**src/include/oamc_pkg.sv**
```systemverilog
// Constants and carrier types of the output actuation mode controller
package oamc_pkg;
  localparam int unsigned CLK_HZ = 50_000_000;
  localparam int unsigned FREQ_BASE_KHZ = 10;
  localparam int unsigned FREQ_STEP_KHZ = 2;
  localparam int unsigned FREQ_MAX_KHZ = 24;
  localparam logic [2:0] FREQ_MAX_CODE = 3'h7;
  localparam int unsigned DEAD_TIME_MS = 6;
  localparam int unsigned DEAD_TIME_CYC = CLK_HZ / 1000 * DEAD_TIME_MS;
  localparam int unsigned DS_DELAY_MS = 1;
  localparam int unsigned DS_DELAY_CYC = CLK_HZ / 1000 * DS_DELAY_MS;
  localparam logic [7:0] DS_THRESH_RST = 8'h0A; // 1 V in 100 mV steps
  localparam int unsigned EN_FILT_CYC = 500; // Enable edge filter, 10 us
  localparam logic [1:0] CRASH_ON = 2'h2; // bits (1, 0)
  localparam int unsigned TMR_W = 32;
  localparam int unsigned N_OUT = 6;
  localparam int unsigned N_EXT = 2;
  localparam logic [7:0] CUR_RST = 8'h00;

  typedef enum logic [1:0] {
    OAMC_SLEEP = 2'b00,
    OAMC_STANDBY = 2'b01,
    OAMC_NORMAL = 2'b10,
    OAMC_CRASH = 2'b11
  } oamc_mode_t;

  typedef enum logic [1:0] {
    OAMC_IDLE = 2'b00,
    OAMC_ON = 2'b01,
    OAMC_OFF = 2'b10
  } oamc_act_t;

  // Per-output programmed settings
  typedef struct packed {
    logic [7:0] cur;
    logic [7:0] duty;
    logic cur_mode;
  } oamc_chan_t;

  // Supply and pump levels from the analog side
  typedef struct packed {
    logic io_above_sleep;
    logic io_above_uv;
    logic core_above_rst;
    logic pump_above_low;
    logic supplies_stable;
  } oamc_supply_t;
endpackage

```
**src/verilog/oamc_pin_filter.sv**
```systemverilog
// Two-flop synchroniser with rising edge stable-time filter
`timescale 1ns/100ps
module oamc_pin_filter #(
  parameter int unsigned FILT_CYC = 16
) (
  input wire logic clk,
  input wire logic rst_n,
  input wire logic pin,
  output logic level,
  output logic rise
);
  logic sync1;
  logic sync2;
  logic [15:0] cnt;

  // Two-flop synchroniser
  always_ff @(posedge clk or negedge rst_n) begin
    if (!rst_n) begin
      sync1 <= 1'b0;
      sync2 <= 1'b0;
    end else begin
      sync1 <= pin;
      sync2 <= sync1;
    end
  end

  // High must persist for the filter time; low acts at once
  always_ff @(posedge clk or negedge rst_n) begin
    if (!rst_n) begin
      cnt <= 16'h0000;
      level <= 1'b0;
      rise <= 1'b0;
    end else begin
      rise <= 1'b0;
      if (!sync2) begin
        cnt <= 16'h0000;
        level <= 1'b0;
      end else if (!level) begin
        if (cnt >= 16'(FILT_CYC - 1)) begin
          level <= 1'b1;
          rise <= 1'b1;
        end else begin
          cnt <= cnt + 16'h0001;
        end
      end
    end
  end
endmodule

```
**src/verilog/oamc_ctrl.sv**
```systemverilog
// Mode state machine, actuation sequencer and output supervision
`timescale 1ns/100ps
module oamc_ctrl #(
  parameter int unsigned EN_FILT_CYC = oamc_pkg::EN_FILT_CYC,
  parameter int unsigned DEAD_CYC = oamc_pkg::DEAD_TIME_CYC
) (
  input wire logic clk,
  input wire logic rst_n,
  input wire logic en_out_pin,
  input wire logic csn_pin,
  input wire oamc_pkg::oamc_supply_t supply,
  input wire logic [2:0] pwm_freq_sel,
  input wire logic [1:0] crash_override_sel,
  input wire logic start_cmd,
  input wire logic standby_req_a,
  input wire logic standby_req_b,
  input wire logic [oamc_pkg::TMR_W-1:0] on_time_cyc,
  input wire logic [oamc_pkg::TMR_W-1:0] off_time_cyc,
  input wire logic [7:0] ds_thresh,
  input wire logic [oamc_pkg::TMR_W-1:0] ds_delay_cyc,
  input wire logic [1:0] ds_over,
  input wire logic [1:0] ds_fault_clr,
  input wire logic [5:0] oc_det,
  input wire logic fault_pin_sel,
  input wire logic group_a,
  input wire logic group_b,
  input wire oamc_pkg::oamc_chan_t [5:0] chan,
  input wire logic pump_low_clr,
  output oamc_pkg::oamc_mode_t mode,
  output logic [4:0] freq_khz,
  output logic [5:0] out_on,
  output logic [5:0] oc_latched,
  output logic [1:0] ext_hs_on,
  output logic [1:0] ext_ls_on,
  output logic [1:0] ds_fault,
  output logic global_fault,
  output logic fault_pin,
  output logic pump_low_flag,
  output logic sdo_low,
  output logic cfg_reset,
  output logic [7:0] ds_thresh_act,
  output logic [9:0] grp_cur_a,
  output logic [9:0] grp_cur_b,
  output logic [7:0] duty_a,
  output logic [7:0] duty_b,
  output oamc_pkg::oamc_act_t act_state
);
  logic en_level;
  logic en_rise;
  logic csn_s1;
  logic csn_s2;
  logic pump_ok;
  logic act_start;
  logic act_abort;
  logic [oamc_pkg::TMR_W-1:0] act_cnt;
  logic [oamc_pkg::TMR_W-1:0] dt_cnt;
  logic crash_sel;
  logic outputs_ok;
  logic [oamc_pkg::TMR_W-1:0] ds_cnt [2];

  oamc_pin_filter #(
    .FILT_CYC(EN_FILT_CYC)
  ) u_en_filt (
    .clk(clk),
    .rst_n(rst_n),
    .pin(en_out_pin),
    .level(en_level),
    .rise(en_rise)
  );

  // Chip select synchroniser
  always_ff @(posedge clk or negedge rst_n) begin
    if (!rst_n) begin
      csn_s1 <= 1'b1;
      csn_s2 <= 1'b1;
    end else begin
      csn_s1 <= csn_pin;
      csn_s2 <= csn_s1;
    end
  end

  // Frequency decode, saturating above the top step
  always_comb begin
    if (pwm_freq_sel >= oamc_pkg::FREQ_MAX_CODE) begin
      freq_khz = 5'(oamc_pkg::FREQ_MAX_KHZ);
    end else begin
      freq_khz = 5'(oamc_pkg::FREQ_BASE_KHZ) +
        5'(pwm_freq_sel) * 5'(oamc_pkg::FREQ_STEP_KHZ);
    end
  end

  assign crash_sel = (crash_override_sel == oamc_pkg::CRASH_ON);
  assign pump_ok = supply.pump_above_low;

  // Mode state machine
  always_ff @(posedge clk or negedge rst_n) begin
    if (!rst_n) begin
      mode <= oamc_pkg::OAMC_STANDBY;
    end else if (!supply.io_above_sleep || !supply.core_above_rst) begin
      mode <= oamc_pkg::OAMC_SLEEP;
    end else begin
      unique case (mode)
        oamc_pkg::OAMC_SLEEP: begin
          mode <= oamc_pkg::OAMC_STANDBY;
        end
        oamc_pkg::OAMC_STANDBY: begin
          if (!csn_s2) begin
            mode <= oamc_pkg::OAMC_NORMAL;
          end
        end
        oamc_pkg::OAMC_NORMAL: begin
          if (!supply.io_above_uv) begin
            mode <= oamc_pkg::OAMC_STANDBY;
          end else if (crash_sel) begin
            mode <= oamc_pkg::OAMC_CRASH;
          end else if (standby_req_a && standby_req_b &&
                       act_state == oamc_pkg::OAMC_IDLE && out_on == 6'h00)
          begin
            mode <= oamc_pkg::OAMC_STANDBY;
          end
        end
        oamc_pkg::OAMC_CRASH: begin
          if (!supply.io_above_uv) begin
            mode <= oamc_pkg::OAMC_STANDBY;
          end else if (!crash_sel) begin
            mode <= oamc_pkg::OAMC_NORMAL;
          end
        end
      endcase
    end
  end

  // Configuration reset while asleep or in standby; wake signalled on SDO
  assign cfg_reset = (mode == oamc_pkg::OAMC_SLEEP) ||
                     (mode == oamc_pkg::OAMC_STANDBY);
  always_ff @(posedge clk or negedge rst_n) begin
    if (!rst_n) begin
      sdo_low <= 1'b0;
    end else begin
      sdo_low <= (mode == oamc_pkg::OAMC_NORMAL ||
                  mode == oamc_pkg::OAMC_CRASH) &&
                 supply.supplies_stable;
    end
  end

  // Sticky pump-low flag, set wins over clear, default again in sleep
  always_ff @(posedge clk or negedge rst_n) begin
    if (!rst_n) begin
      pump_low_flag <= 1'b1;
    end else if (mode == oamc_pkg::OAMC_SLEEP) begin
      pump_low_flag <= 1'b1;
    end else if (!pump_ok) begin
      pump_low_flag <= 1'b1;
    end else if (pump_low_clr) begin
      pump_low_flag <= 1'b0;
    end
  end

  assign outputs_ok = en_level && pump_ok &&
                      (mode == oamc_pkg::OAMC_NORMAL ||
                       mode == oamc_pkg::OAMC_CRASH);
  assign act_start = (en_rise || start_cmd) && outputs_ok &&
                     act_state == oamc_pkg::OAMC_IDLE;
  // Drain-source faults only reported, never stopping, while in crash override
  assign act_abort = !en_level ||
                     (global_fault && mode != oamc_pkg::OAMC_CRASH) ||
                     (mode == oamc_pkg::OAMC_NORMAL && crash_sel);

  // Timed actuation sequencer: on phase then grounded off phase
  always_ff @(posedge clk or negedge rst_n) begin
    if (!rst_n) begin
      act_state <= oamc_pkg::OAMC_IDLE;
      act_cnt <= '0;
    end else begin
      unique case (act_state)
        oamc_pkg::OAMC_IDLE: begin
          if (act_start) begin
            act_state <= oamc_pkg::OAMC_ON;
            act_cnt <= on_time_cyc;
          end
        end
        oamc_pkg::OAMC_ON: begin
          if (act_abort) begin
            act_state <= oamc_pkg::OAMC_IDLE;
          end else if (act_cnt <= 1) begin
            act_state <= oamc_pkg::OAMC_OFF;
            act_cnt <= off_time_cyc;
          end else begin
            act_cnt <= act_cnt - 1'b1;
          end
        end
        oamc_pkg::OAMC_OFF: begin
          if (act_cnt <= 1 || !en_level) begin
            act_state <= oamc_pkg::OAMC_IDLE;
          end else begin
            act_cnt <= act_cnt - 1'b1;
          end
        end
        default: begin
          act_state <= oamc_pkg::OAMC_IDLE;
        end
      endcase
    end
  end

  // Overcurrent latch; held clear in emergency, so outputs retry and overcurrent is not reported
  always_ff @(posedge clk or negedge rst_n) begin
    if (!rst_n) begin
      oc_latched <= 6'h00;
    end else if (mode == oamc_pkg::OAMC_CRASH) begin
      oc_latched <= 6'h00;
    end else begin
      oc_latched <= oc_latched | oc_det;
    end
  end

  // Grouped outputs: whole group switches off when any member has latched overcurrent
  always_comb begin
    out_on = 6'h00;
    if (act_state == oamc_pkg::OAMC_ON && outputs_ok) begin
      out_on = ~oc_latched;
      if (group_a) begin
        out_on[2:0] = {3{!(|oc_latched[2:0])}};
      end
      if (group_b) begin
        out_on[5:3] = {3{!(|oc_latched[5:3])}};
      end
    end
  end

  // Group targets: summed current, master duty
  assign grp_cur_a = group_a ? 10'(chan[0].cur) + 10'(chan[1].cur) +
                     10'(chan[2].cur) : 10'(chan[0].cur);
  assign grp_cur_b = group_b ? 10'(chan[3].cur) + 10'(chan[4].cur) +
                     10'(chan[5].cur) : 10'(chan[3].cur);
  assign duty_a = chan[0].duty;
  assign duty_b = chan[3].duty;

  assign ds_thresh_act = ds_thresh;

  // Drain-source monitors with delay, latched until software clears
  genvar g;
  generate
    for (g = 0; g < oamc_pkg::N_EXT; g++) begin : g_ds
      always_ff @(posedge clk or negedge rst_n) begin
        if (!rst_n) begin
          ds_cnt[g] <= '0;
          ds_fault[g] <= 1'b0;
        end else begin
          if (ds_over[g] && ext_hs_on[g]) begin
            ds_cnt[g] <= ds_cnt[g] + 1'b1;
          end else begin
            ds_cnt[g] <= '0;
          end
          if (ds_over[g] && ext_hs_on[g] &&
              ds_cnt[g] + 1'b1 >= ds_delay_cyc) begin
            ds_fault[g] <= 1'b1;
          end else if (ds_fault_clr[g]) begin
            ds_fault[g] <= 1'b0;
          end
        end
      end
    end
  endgenerate

  // Global fault, ignored for switch-off in emergency
  assign global_fault = (|ds_fault) || (|oc_latched);
  assign fault_pin = fault_pin_sel & global_fault;

  // External bridge: high side in on phase, low side after dead time
  always_ff @(posedge clk or negedge rst_n) begin
    if (!rst_n) begin
      dt_cnt <= '0;
    end else if (act_state == oamc_pkg::OAMC_OFF) begin
      if (dt_cnt < DEAD_CYC) begin
        dt_cnt <= dt_cnt + 1'b1;
      end
    end else begin
      dt_cnt <= '0;
    end
  end

  always_ff @(posedge clk or negedge rst_n) begin
    if (!rst_n) begin
      ext_hs_on <= 2'b00;
      ext_ls_on <= 2'b00;
    end else begin
      for (int i = 0; i < oamc_pkg::N_EXT; i++) begin
        ext_hs_on[i] <= act_state == oamc_pkg::OAMC_ON && outputs_ok &&
                        (!ds_fault[i] ||
                         mode == oamc_pkg::OAMC_CRASH);
        ext_ls_on[i] <= act_state == oamc_pkg::OAMC_OFF &&
                        dt_cnt >= DEAD_CYC && en_level;
      end
    end
  end

  // Assertions
  sleep_exit_a: assert property (@(posedge clk) disable iff (!rst_n)
    $past(mode) == oamc_pkg::OAMC_SLEEP && mode != oamc_pkg::OAMC_SLEEP
    |-> mode == oamc_pkg::OAMC_STANDBY)
    else $error("sleep left to wrong mode");
  en_low_off_a: assert property (@(posedge clk) disable iff (!rst_n)
    !en_level |-> out_on == 6'h00)
    else $error("outputs on with enable low");
  pump_gate_a: assert property (@(posedge clk) disable iff (!rst_n)
    !pump_ok |-> out_on == 6'h00)
    else $error("outputs on with pump low");
  pump_sticky_a: assert property (@(posedge clk) disable iff (!rst_n)
    pump_low_flag && !pump_low_clr |=> pump_low_flag)
    else $error("pump flag lost");
  ds_hold_a: assert property (@(posedge clk) disable iff (!rst_n)
    ds_fault[0] && !ds_fault_clr[0] |=> ds_fault[0])
    else $error("drain-source fault dropped");
  ds_off_a: assert property (@(posedge clk) disable iff (!rst_n)
    ds_fault[0] && mode != oamc_pkg::OAMC_CRASH |=> !ext_hs_on[0])
    else $error("faulted driver still on");
  sleep_pump_a: assert property (@(posedge clk) disable iff (!rst_n)
    mode == oamc_pkg::OAMC_SLEEP |=> pump_low_flag)
    else $error("pump flag not back to default");
  fault_pin_a: assert property (@(posedge clk) disable iff (!rst_n)
    fault_pin_sel |-> fault_pin == global_fault)
    else $error("fault pin mismatch");
  dead_time_a: assert property (@(posedge clk) disable iff (!rst_n)
    $rose(ext_ls_on[0]) |-> dt_cnt >= DEAD_CYC)
    else $error("low side before dead time");
  crash_enter_a: assert property (@(posedge clk) disable iff (!rst_n)
    mode == oamc_pkg::OAMC_NORMAL && crash_sel && supply.io_above_uv &&
    supply.io_above_sleep && supply.core_above_rst
    |=> mode == oamc_pkg::OAMC_CRASH)
    else $error("emergency not entered");
  act_stop_a: assert property (@(posedge clk) disable iff (!rst_n)
    act_state == oamc_pkg::OAMC_ON && !en_level
    |=> act_state == oamc_pkg::OAMC_IDLE)
    else $error("actuation kept with enable low");
  group_a_a: assert property (@(posedge clk) disable iff (!rst_n)
    group_a |-> out_on[1] == out_on[0] && out_on[2] == out_on[0])
    else $error("group members differ");
  wake_c: cover property (@(posedge clk) disable iff (!rst_n)
    mode == oamc_pkg::OAMC_STANDBY ##1 mode == oamc_pkg::OAMC_NORMAL);
  act_c: cover property (@(posedge clk) disable iff (!rst_n)
    act_state == oamc_pkg::OAMC_ON ##1 act_state == oamc_pkg::OAMC_OFF);
  crash_abort_a: assert property (@(posedge clk) disable iff (!rst_n)
    mode == oamc_pkg::OAMC_NORMAL && crash_sel &&
    act_state == oamc_pkg::OAMC_ON
    |=> act_state == oamc_pkg::OAMC_IDLE)
    else $error("actuation kept on crash entry");
  crash_c: cover property (@(posedge clk) disable iff (!rst_n)
    mode == oamc_pkg::OAMC_CRASH);
  standby_c: cover property (@(posedge clk) disable iff (!rst_n)
    mode == oamc_pkg::OAMC_NORMAL ##1 mode == oamc_pkg::OAMC_STANDBY);
endmodule

```
**config.mk**
```make
export PLATFORM = sky130hd
export DESIGN_NAME = oamc_ctrl
export DESIGN_NICKNAME = d
export VERILOG_FILES = /design/src/include/oamc_pkg.sv /design/src/verilog/oamc_pin_filter.sv /design/src/verilog/oamc_ctrl.sv
export SDC_FILE = /design/constraint.sdc
export NUM_CORES = 1
export LEC_CHECK = 0
export BUFFER_PORTS_ARGS = -buffer_cell sky130_fd_sc_hd__buf_2
export CAP_MARGIN = 20
export CORE_MARGIN = 2
export CORE_UTILIZATION = 49
export CTS_CLUSTER_SIZE = 30
export DETAILED_ROUTE_END_ITERATION = 8
export PLACE_DENSITY_LB_ADDON = 0.05
export SYNTH_ARGS = -nofsm -noshare
export SYNTH_HDL_FRONTEND = slang
export SYNTH_SLANG_ARGS = --single-unit
```
**constraint.sdc**
```tcl
create_clock -name clk -period 3.3 [get_ports clk]
set_input_delay 0.66 -clock clk [delete_from_list [all_inputs] [get_ports clk]]
set_output_delay 0.66 -clock clk [all_outputs]
set_load 0.005 [all_outputs]
```
Word-level counts from Yosys, hierarchy flattened --
Cells that the tools add are included. Widths: inputs -> output; s select.
Operators by class: magnitude comparators 7, eq/ne operators 19, mux-type cells 44, $add $sub $neg 10, reductions and logical operators 50, bitwise logic cells 3
Operators with widths (number):
- $mux 32 | 8
- $add 32x1->32 const B | 3
- $pmux 32 s3 | 1
- $ge 32x32->1 | 2
- $mux 16 | 3
- $ge 32x19->1 const B | 1
- $le 32x1->1 const B | 1
- $lt 32x19->1 const B | 1
- $sub 32x1->32 const B | 1
- $mux 2 | 11
- $add 9x8->10 | 2
- $mux 10 | 2
- $logic_and 1x1->1 | 19
- $add 8x8->9 | 2
- $add 16x1->16 const B | 1
- $ge 16x9->1 const B | 1
- $ne 2x2->1 const B | 7
- $mux 1 | 12
- $mux 6 | 2
- $logic_or 1x1->1 | 10
- $eq 2x2->1 const B | 4
- $pmux 2 s4 | 1
- $logic_not 1->1 | 7
- $logic_not 6->1 | 1
- 23 further kinds | 30
Storage, ports and cells: output and inout bits 76, logic and storage cells 153, bits in registers 167, bits of input ports 237

Depth between registers and ports, before layout --
depth in word-level cells 12, mapped depth 14, gate-level depth less buffers 14

Hierarchy --
From an unflattened synthesis, not the netlist that was laid out.
Unflattened totals: cells, all modules 1256, area, all modules 11717.5 um2
Modules (own cells, without submodules):
- oamc_ctrl | instances 1, area an instance 10829.1 um2, cells an instance 1179
- oamc_pin_filter | instances 1, area an instance 888.4 um2, cells an instance 77

Worst setup path before layout --
No wires, ideal clock.
path kind input-to-output, start point input port chan[11] (netlist bit), end point output port grp_cur_a[8], path slack 2 ps, arrival time 2638 ps, cell stages on the path 9, path through fa_1 > ha_1 > a21o_1 > a21oi_1 > nor2b_1 > o21a_1 > o41a_1 > xor2_1 > and2_1
Between the ends: longest elaborated chain between the ends 3
Ends and longest elaborated chain:
- from (decl) | line oamc_ctrl.sv:27 | input wire oamc_pkg::oamc_chan_t [5:0] chan,
- $add 8x8->9 | line oamc_ctrl.sv:232 | assign grp_cur_a = group_a ? 10'(chan[0].cur) + 10'(chan[1].cur) +
- $add 9x8->10 | line oamc_ctrl.sv:232
- $mux 10 | line oamc_ctrl.sv:232
- to (decl) | line oamc_ctrl.sv:42 | output logic [9:0] grp_cur_a,
Every way passes these cells.

Worst setup path after layout --
start point input port chan[45] (netlist bit), end point output port grp_cur_a[8]
Between the ends: longest elaborated chain between the ends 2
Ends and longest elaborated chain (line):
- $add 9x8->10 | oamc_ctrl.sv:232
- $mux 10 | oamc_ctrl.sv:232
Every way passes these cells.

==> metrics <==
status finished with violations; Design Area, Final 14330 um2; GRT Residual Overflow 0; type of element launching the critical path input pin; initial antenna violation count 0; Reg2Reg Capture Point ds_fault[1]; Sw Ratio 0.2507; H-tree levels 4; delay of the slowest cell on the worst path 0.57 ns; critical path required time 2.64 ns; number of global-route vias before repair 9733; cts hold-fix bufs 0; Worst Setup End Kind output pin; Post-DRT Antenna Nets 0; vias a little under 10000; period utilization 1.094; drt first pass iters 6; Cell Area, Synth between 10000 and 15000 um2; Synth top area share 0.3517; WL/cell 16.10 um; fin nets 1842; Detailed Place HPWL 21.87 mm; Final Hold Vio Count 0; CTS Buf Count 17; Synth-to-Final Area Change 23.59%; DRC 0; dpl ws -0.3564 ns; first-pass GRT wire length 48.21 mm; WP buf/inv 2; Max Transition Viols Final 0; Int Power approximately 3800 uW; RePlAce Congestion 0.8457; overall global routing resource usage 0.2426; flops & latches, synth 167; worst r2r src ds_cnt[11]; share of layout cells above drive strength 1 0.2671; CTS Root Cell clkbuf_16; worst-margin pin slew 0.7875 ns; Avg Cell Area, Syn 9.308 um2; area leader, netlist dfrtp_1; Worst Path Arrival between 2 and 3 ns; Rows 56; largest net degree at the start of global routing 70; worst-path cell chain buf_6, fa_1, ha_1, a21o_1, a21oi_2, nor2b_1, o21a_1, o41a_1, xor2_1, and2_1, buf_2; dpl cell area 13220 um2; Seq/Total Area, Yosys 0.3608; most frequent cell after synthesis dfrtp_1; leakage dissipation 0.007205 uW; Logic pwr share 0.157; failing checks setup timing; r2r setup slk 0.03 ns; RSZ-0062 raised after global routing yes; pwr dens 350.4 nW/um2; non-filler instance count after layout between 1500 and 2000; I/O pins 313; dpl cells 1780; slowest stage cell, crit path fa_1; DR vias/cell around 5.3; Final WS setup -0.3115 ns; top cells by count, synth 163 x dfrtp_1, 141 x nor2_1, 91 x ha_1, 77 x nand2_1, 68 x nor2b_1; critical path class in2out; Clock power frac 0.432; total design power 5022 uW; CTS tree built; initial core utilization 0.4971; Max-Cap Viols 0; Sw Pwr 1259 uW; Crit Path Max Fanout 2; Worst VDD drop 288.6 uV; clk_lat worst skew 0.43 ns; Mapped Cells 1246; WL final roughly 29 mm; Core Region ~23000 um2; Port Buffers roughly 230; Net Count, Synth 1592; Max-slew headroom 0.4744; die area 24920 um2; Final Critical Period around 3.6 ns; synth unique cells between 70 and 80; Die Y 157.8 um; Top FF cell, synth dfrtp_1; cell family with most CP delay compound AO/OA/AOI/OAI gates; Ys Warns 0; fmax 276.9 MHz; Layout Skew around 0.013 ns; largest cells by area after synthesis dfrtp_1 35%, ha_1 9.8%, xnor2_1 4.8%; Reg power frac 0.411; DR iter-0 viols 544; final core area utilization 0.6143; # diodes 0; die width roughly 160 um; Worst-path clk slew around 0.070 ns; path depth of the worst reg2reg path 13; type of the most critical hold path in2async; Post-synth EDFFs 0; FFs w/ async S/R, synth 1.000; CTS max path bufs 2; clk sinks approximately 170; # setup viols final 10
==> cell usage in the layout, fill, tap and decap left out, types with 14 or more instances in the layout <==
| master | count |
|---|---|
| a221o_1 | 14 |
| fa_1 | 14 |
| nand2_1 | 75 |
| inv_1 | 64 |
| a22o_1 | 16 |
| xor2_1 | 52 |
| and2_1 | 22 |
| nor2_1 | 137 |
| o21ai_0 | 26 |
| nor3_1 | 27 |
| xnor2_1 | 60 |
| buf_6 | 14 |
| a21o_1 | 27 |
| nand4_1 | 32 |
| nor2b_1 | 67 |
| ha_1 | 88 |
| o21a_1 | 17 |
| nand3_1 | 41 |
| a21oi_1 | 31 |
| dfrtp_1 | 163 |
| buf_4 | 64 |
| and3_1 | 20 |
| buf_2 | 214 |
| nor4_1 | 14 |
| clkbuf_16 | 17 |
==> per-layer routing <==
metal,GRT usage,vias to the layer above,wire (um),part of all wire
li1,-,4848,-,-
met1,0.3303,4700,13810,0.47
met2,0.3957,184,14010,0.48
met3,0.04188,34,1062,0.036
met4,0.07446,0,541,0.018
met5,0,-,0,0
==> worst max path at each step <==
| stage | start | endpoint | cells past startpoint |
|---|---|---|---|
| 2_1_floorplan | chan[11] | grp_cur_a[8] | 9 |
| 3_3_place_gp | chan[62] | grp_cur_b[8] | 11 |
| 3_5_place_dp | chan[62] | grp_cur_b[8] | 11 |
| 4_1_cts | chan[45] | grp_cur_a[8] | 11 |
| 5_1_grt | chan[45] | grp_cur_a[8] | 11 |
| 6_report | chan[45] | grp_cur_a[8] | 11 |
==> state kept, by name, summed over array words and instances, names as in the netlist, 2 cells and up <==
signal and count:
u_en_filt.cnt 16, oc_latched 6, act_state 2, act_cnt 32
ds_cnt 64, ds_fault 2, mode 2, dt_cnt 32
ext_hs_on 2
==> cells by family (layout without fill, tap and decap cells) <==
family | count (synthesis) | in the layout | share of synthesized area
AO/OA/AOI/OAI | 202 | 202 | 0.1280
XOR/XNOR | 120 | 120 | 0.09062
adder cells (fa/ha/maj) | 109 | 109 | 0.1292
buffers and inverters | 132 | 395 | 0.05384
flip-flops | 167 | 167 | 0.3608
multiplexers | 21 | 21 | 0.01942
other | 1 | 1 | 0.0003233
AND/OR/NAND/NOR | 494 | 494 | 0.2178
==> worst reg2reg max path, cell delays in order (launching register included) <==
cell and delay (ns):
dfrtp_1 0.37, nand4_1 0.14, or2_1 0.30, or3_4 0.35, or3_4 0.40, nor2_4 0.10, xor2_1 0.22, ha_1 0.28
a21o_1 0.18, a21o_1 0.18, a211oi_2 0.22, o21bai_1 0.12, a21oi_2 0.16, o21ai_1 0.10
==> power by group through the flow <==
| stage | Sequential (uW) | Combinational, uW | Clock (uW) |
|---|---|---|---|
| 2_1_floorplan | 2100 | 367 | 0 |
| 3_3_place_gp | 2100 | 661 | 0 |
| 3_5_place_dp | 2100 | 669 | 0 |
| 4_1_cts | 2060 | 764 | 2210 |
| 5_1_grt | 2060 | 877 | 2310 |
| 6_report | 2060 | 787 | 2170 |
==> final cells by class <==
class,count,area (um2)
Fill cell,2082,8999
Multi-Input combinational cell,947,7073
Sequential cell,167,4184
Timing Repair Buffer,296,1789
Clock buffer,17,425.4
Tap cell,319,399.1
Inverter,67,251.5
Clock inverter,15,211.5
==> repair_timing <==
| action | 4_1_cts | 5_1_grt |
|---|---|---|
| pin swaps | 33 | 25 |
| buffers inserted | 14 | 10 |
| endpoints found under the setup margin | 11 | 13 |
| gates resized for setup | 47 | 31 |
==> per-stage QoR <==
step,hold slack [ns],setup TNS [ns]
2_1_floorplan,0.3312,0
3_3_place_gp,0.3453,-2.169
3_5_place_dp,0.3470,-2.387
4_1_cts,0.2515,-1.733
5_1_grt,0.2809,-2.690
6_report,0.2292,-1.682
No activity file was read; power rests on OpenSTA's default activity.
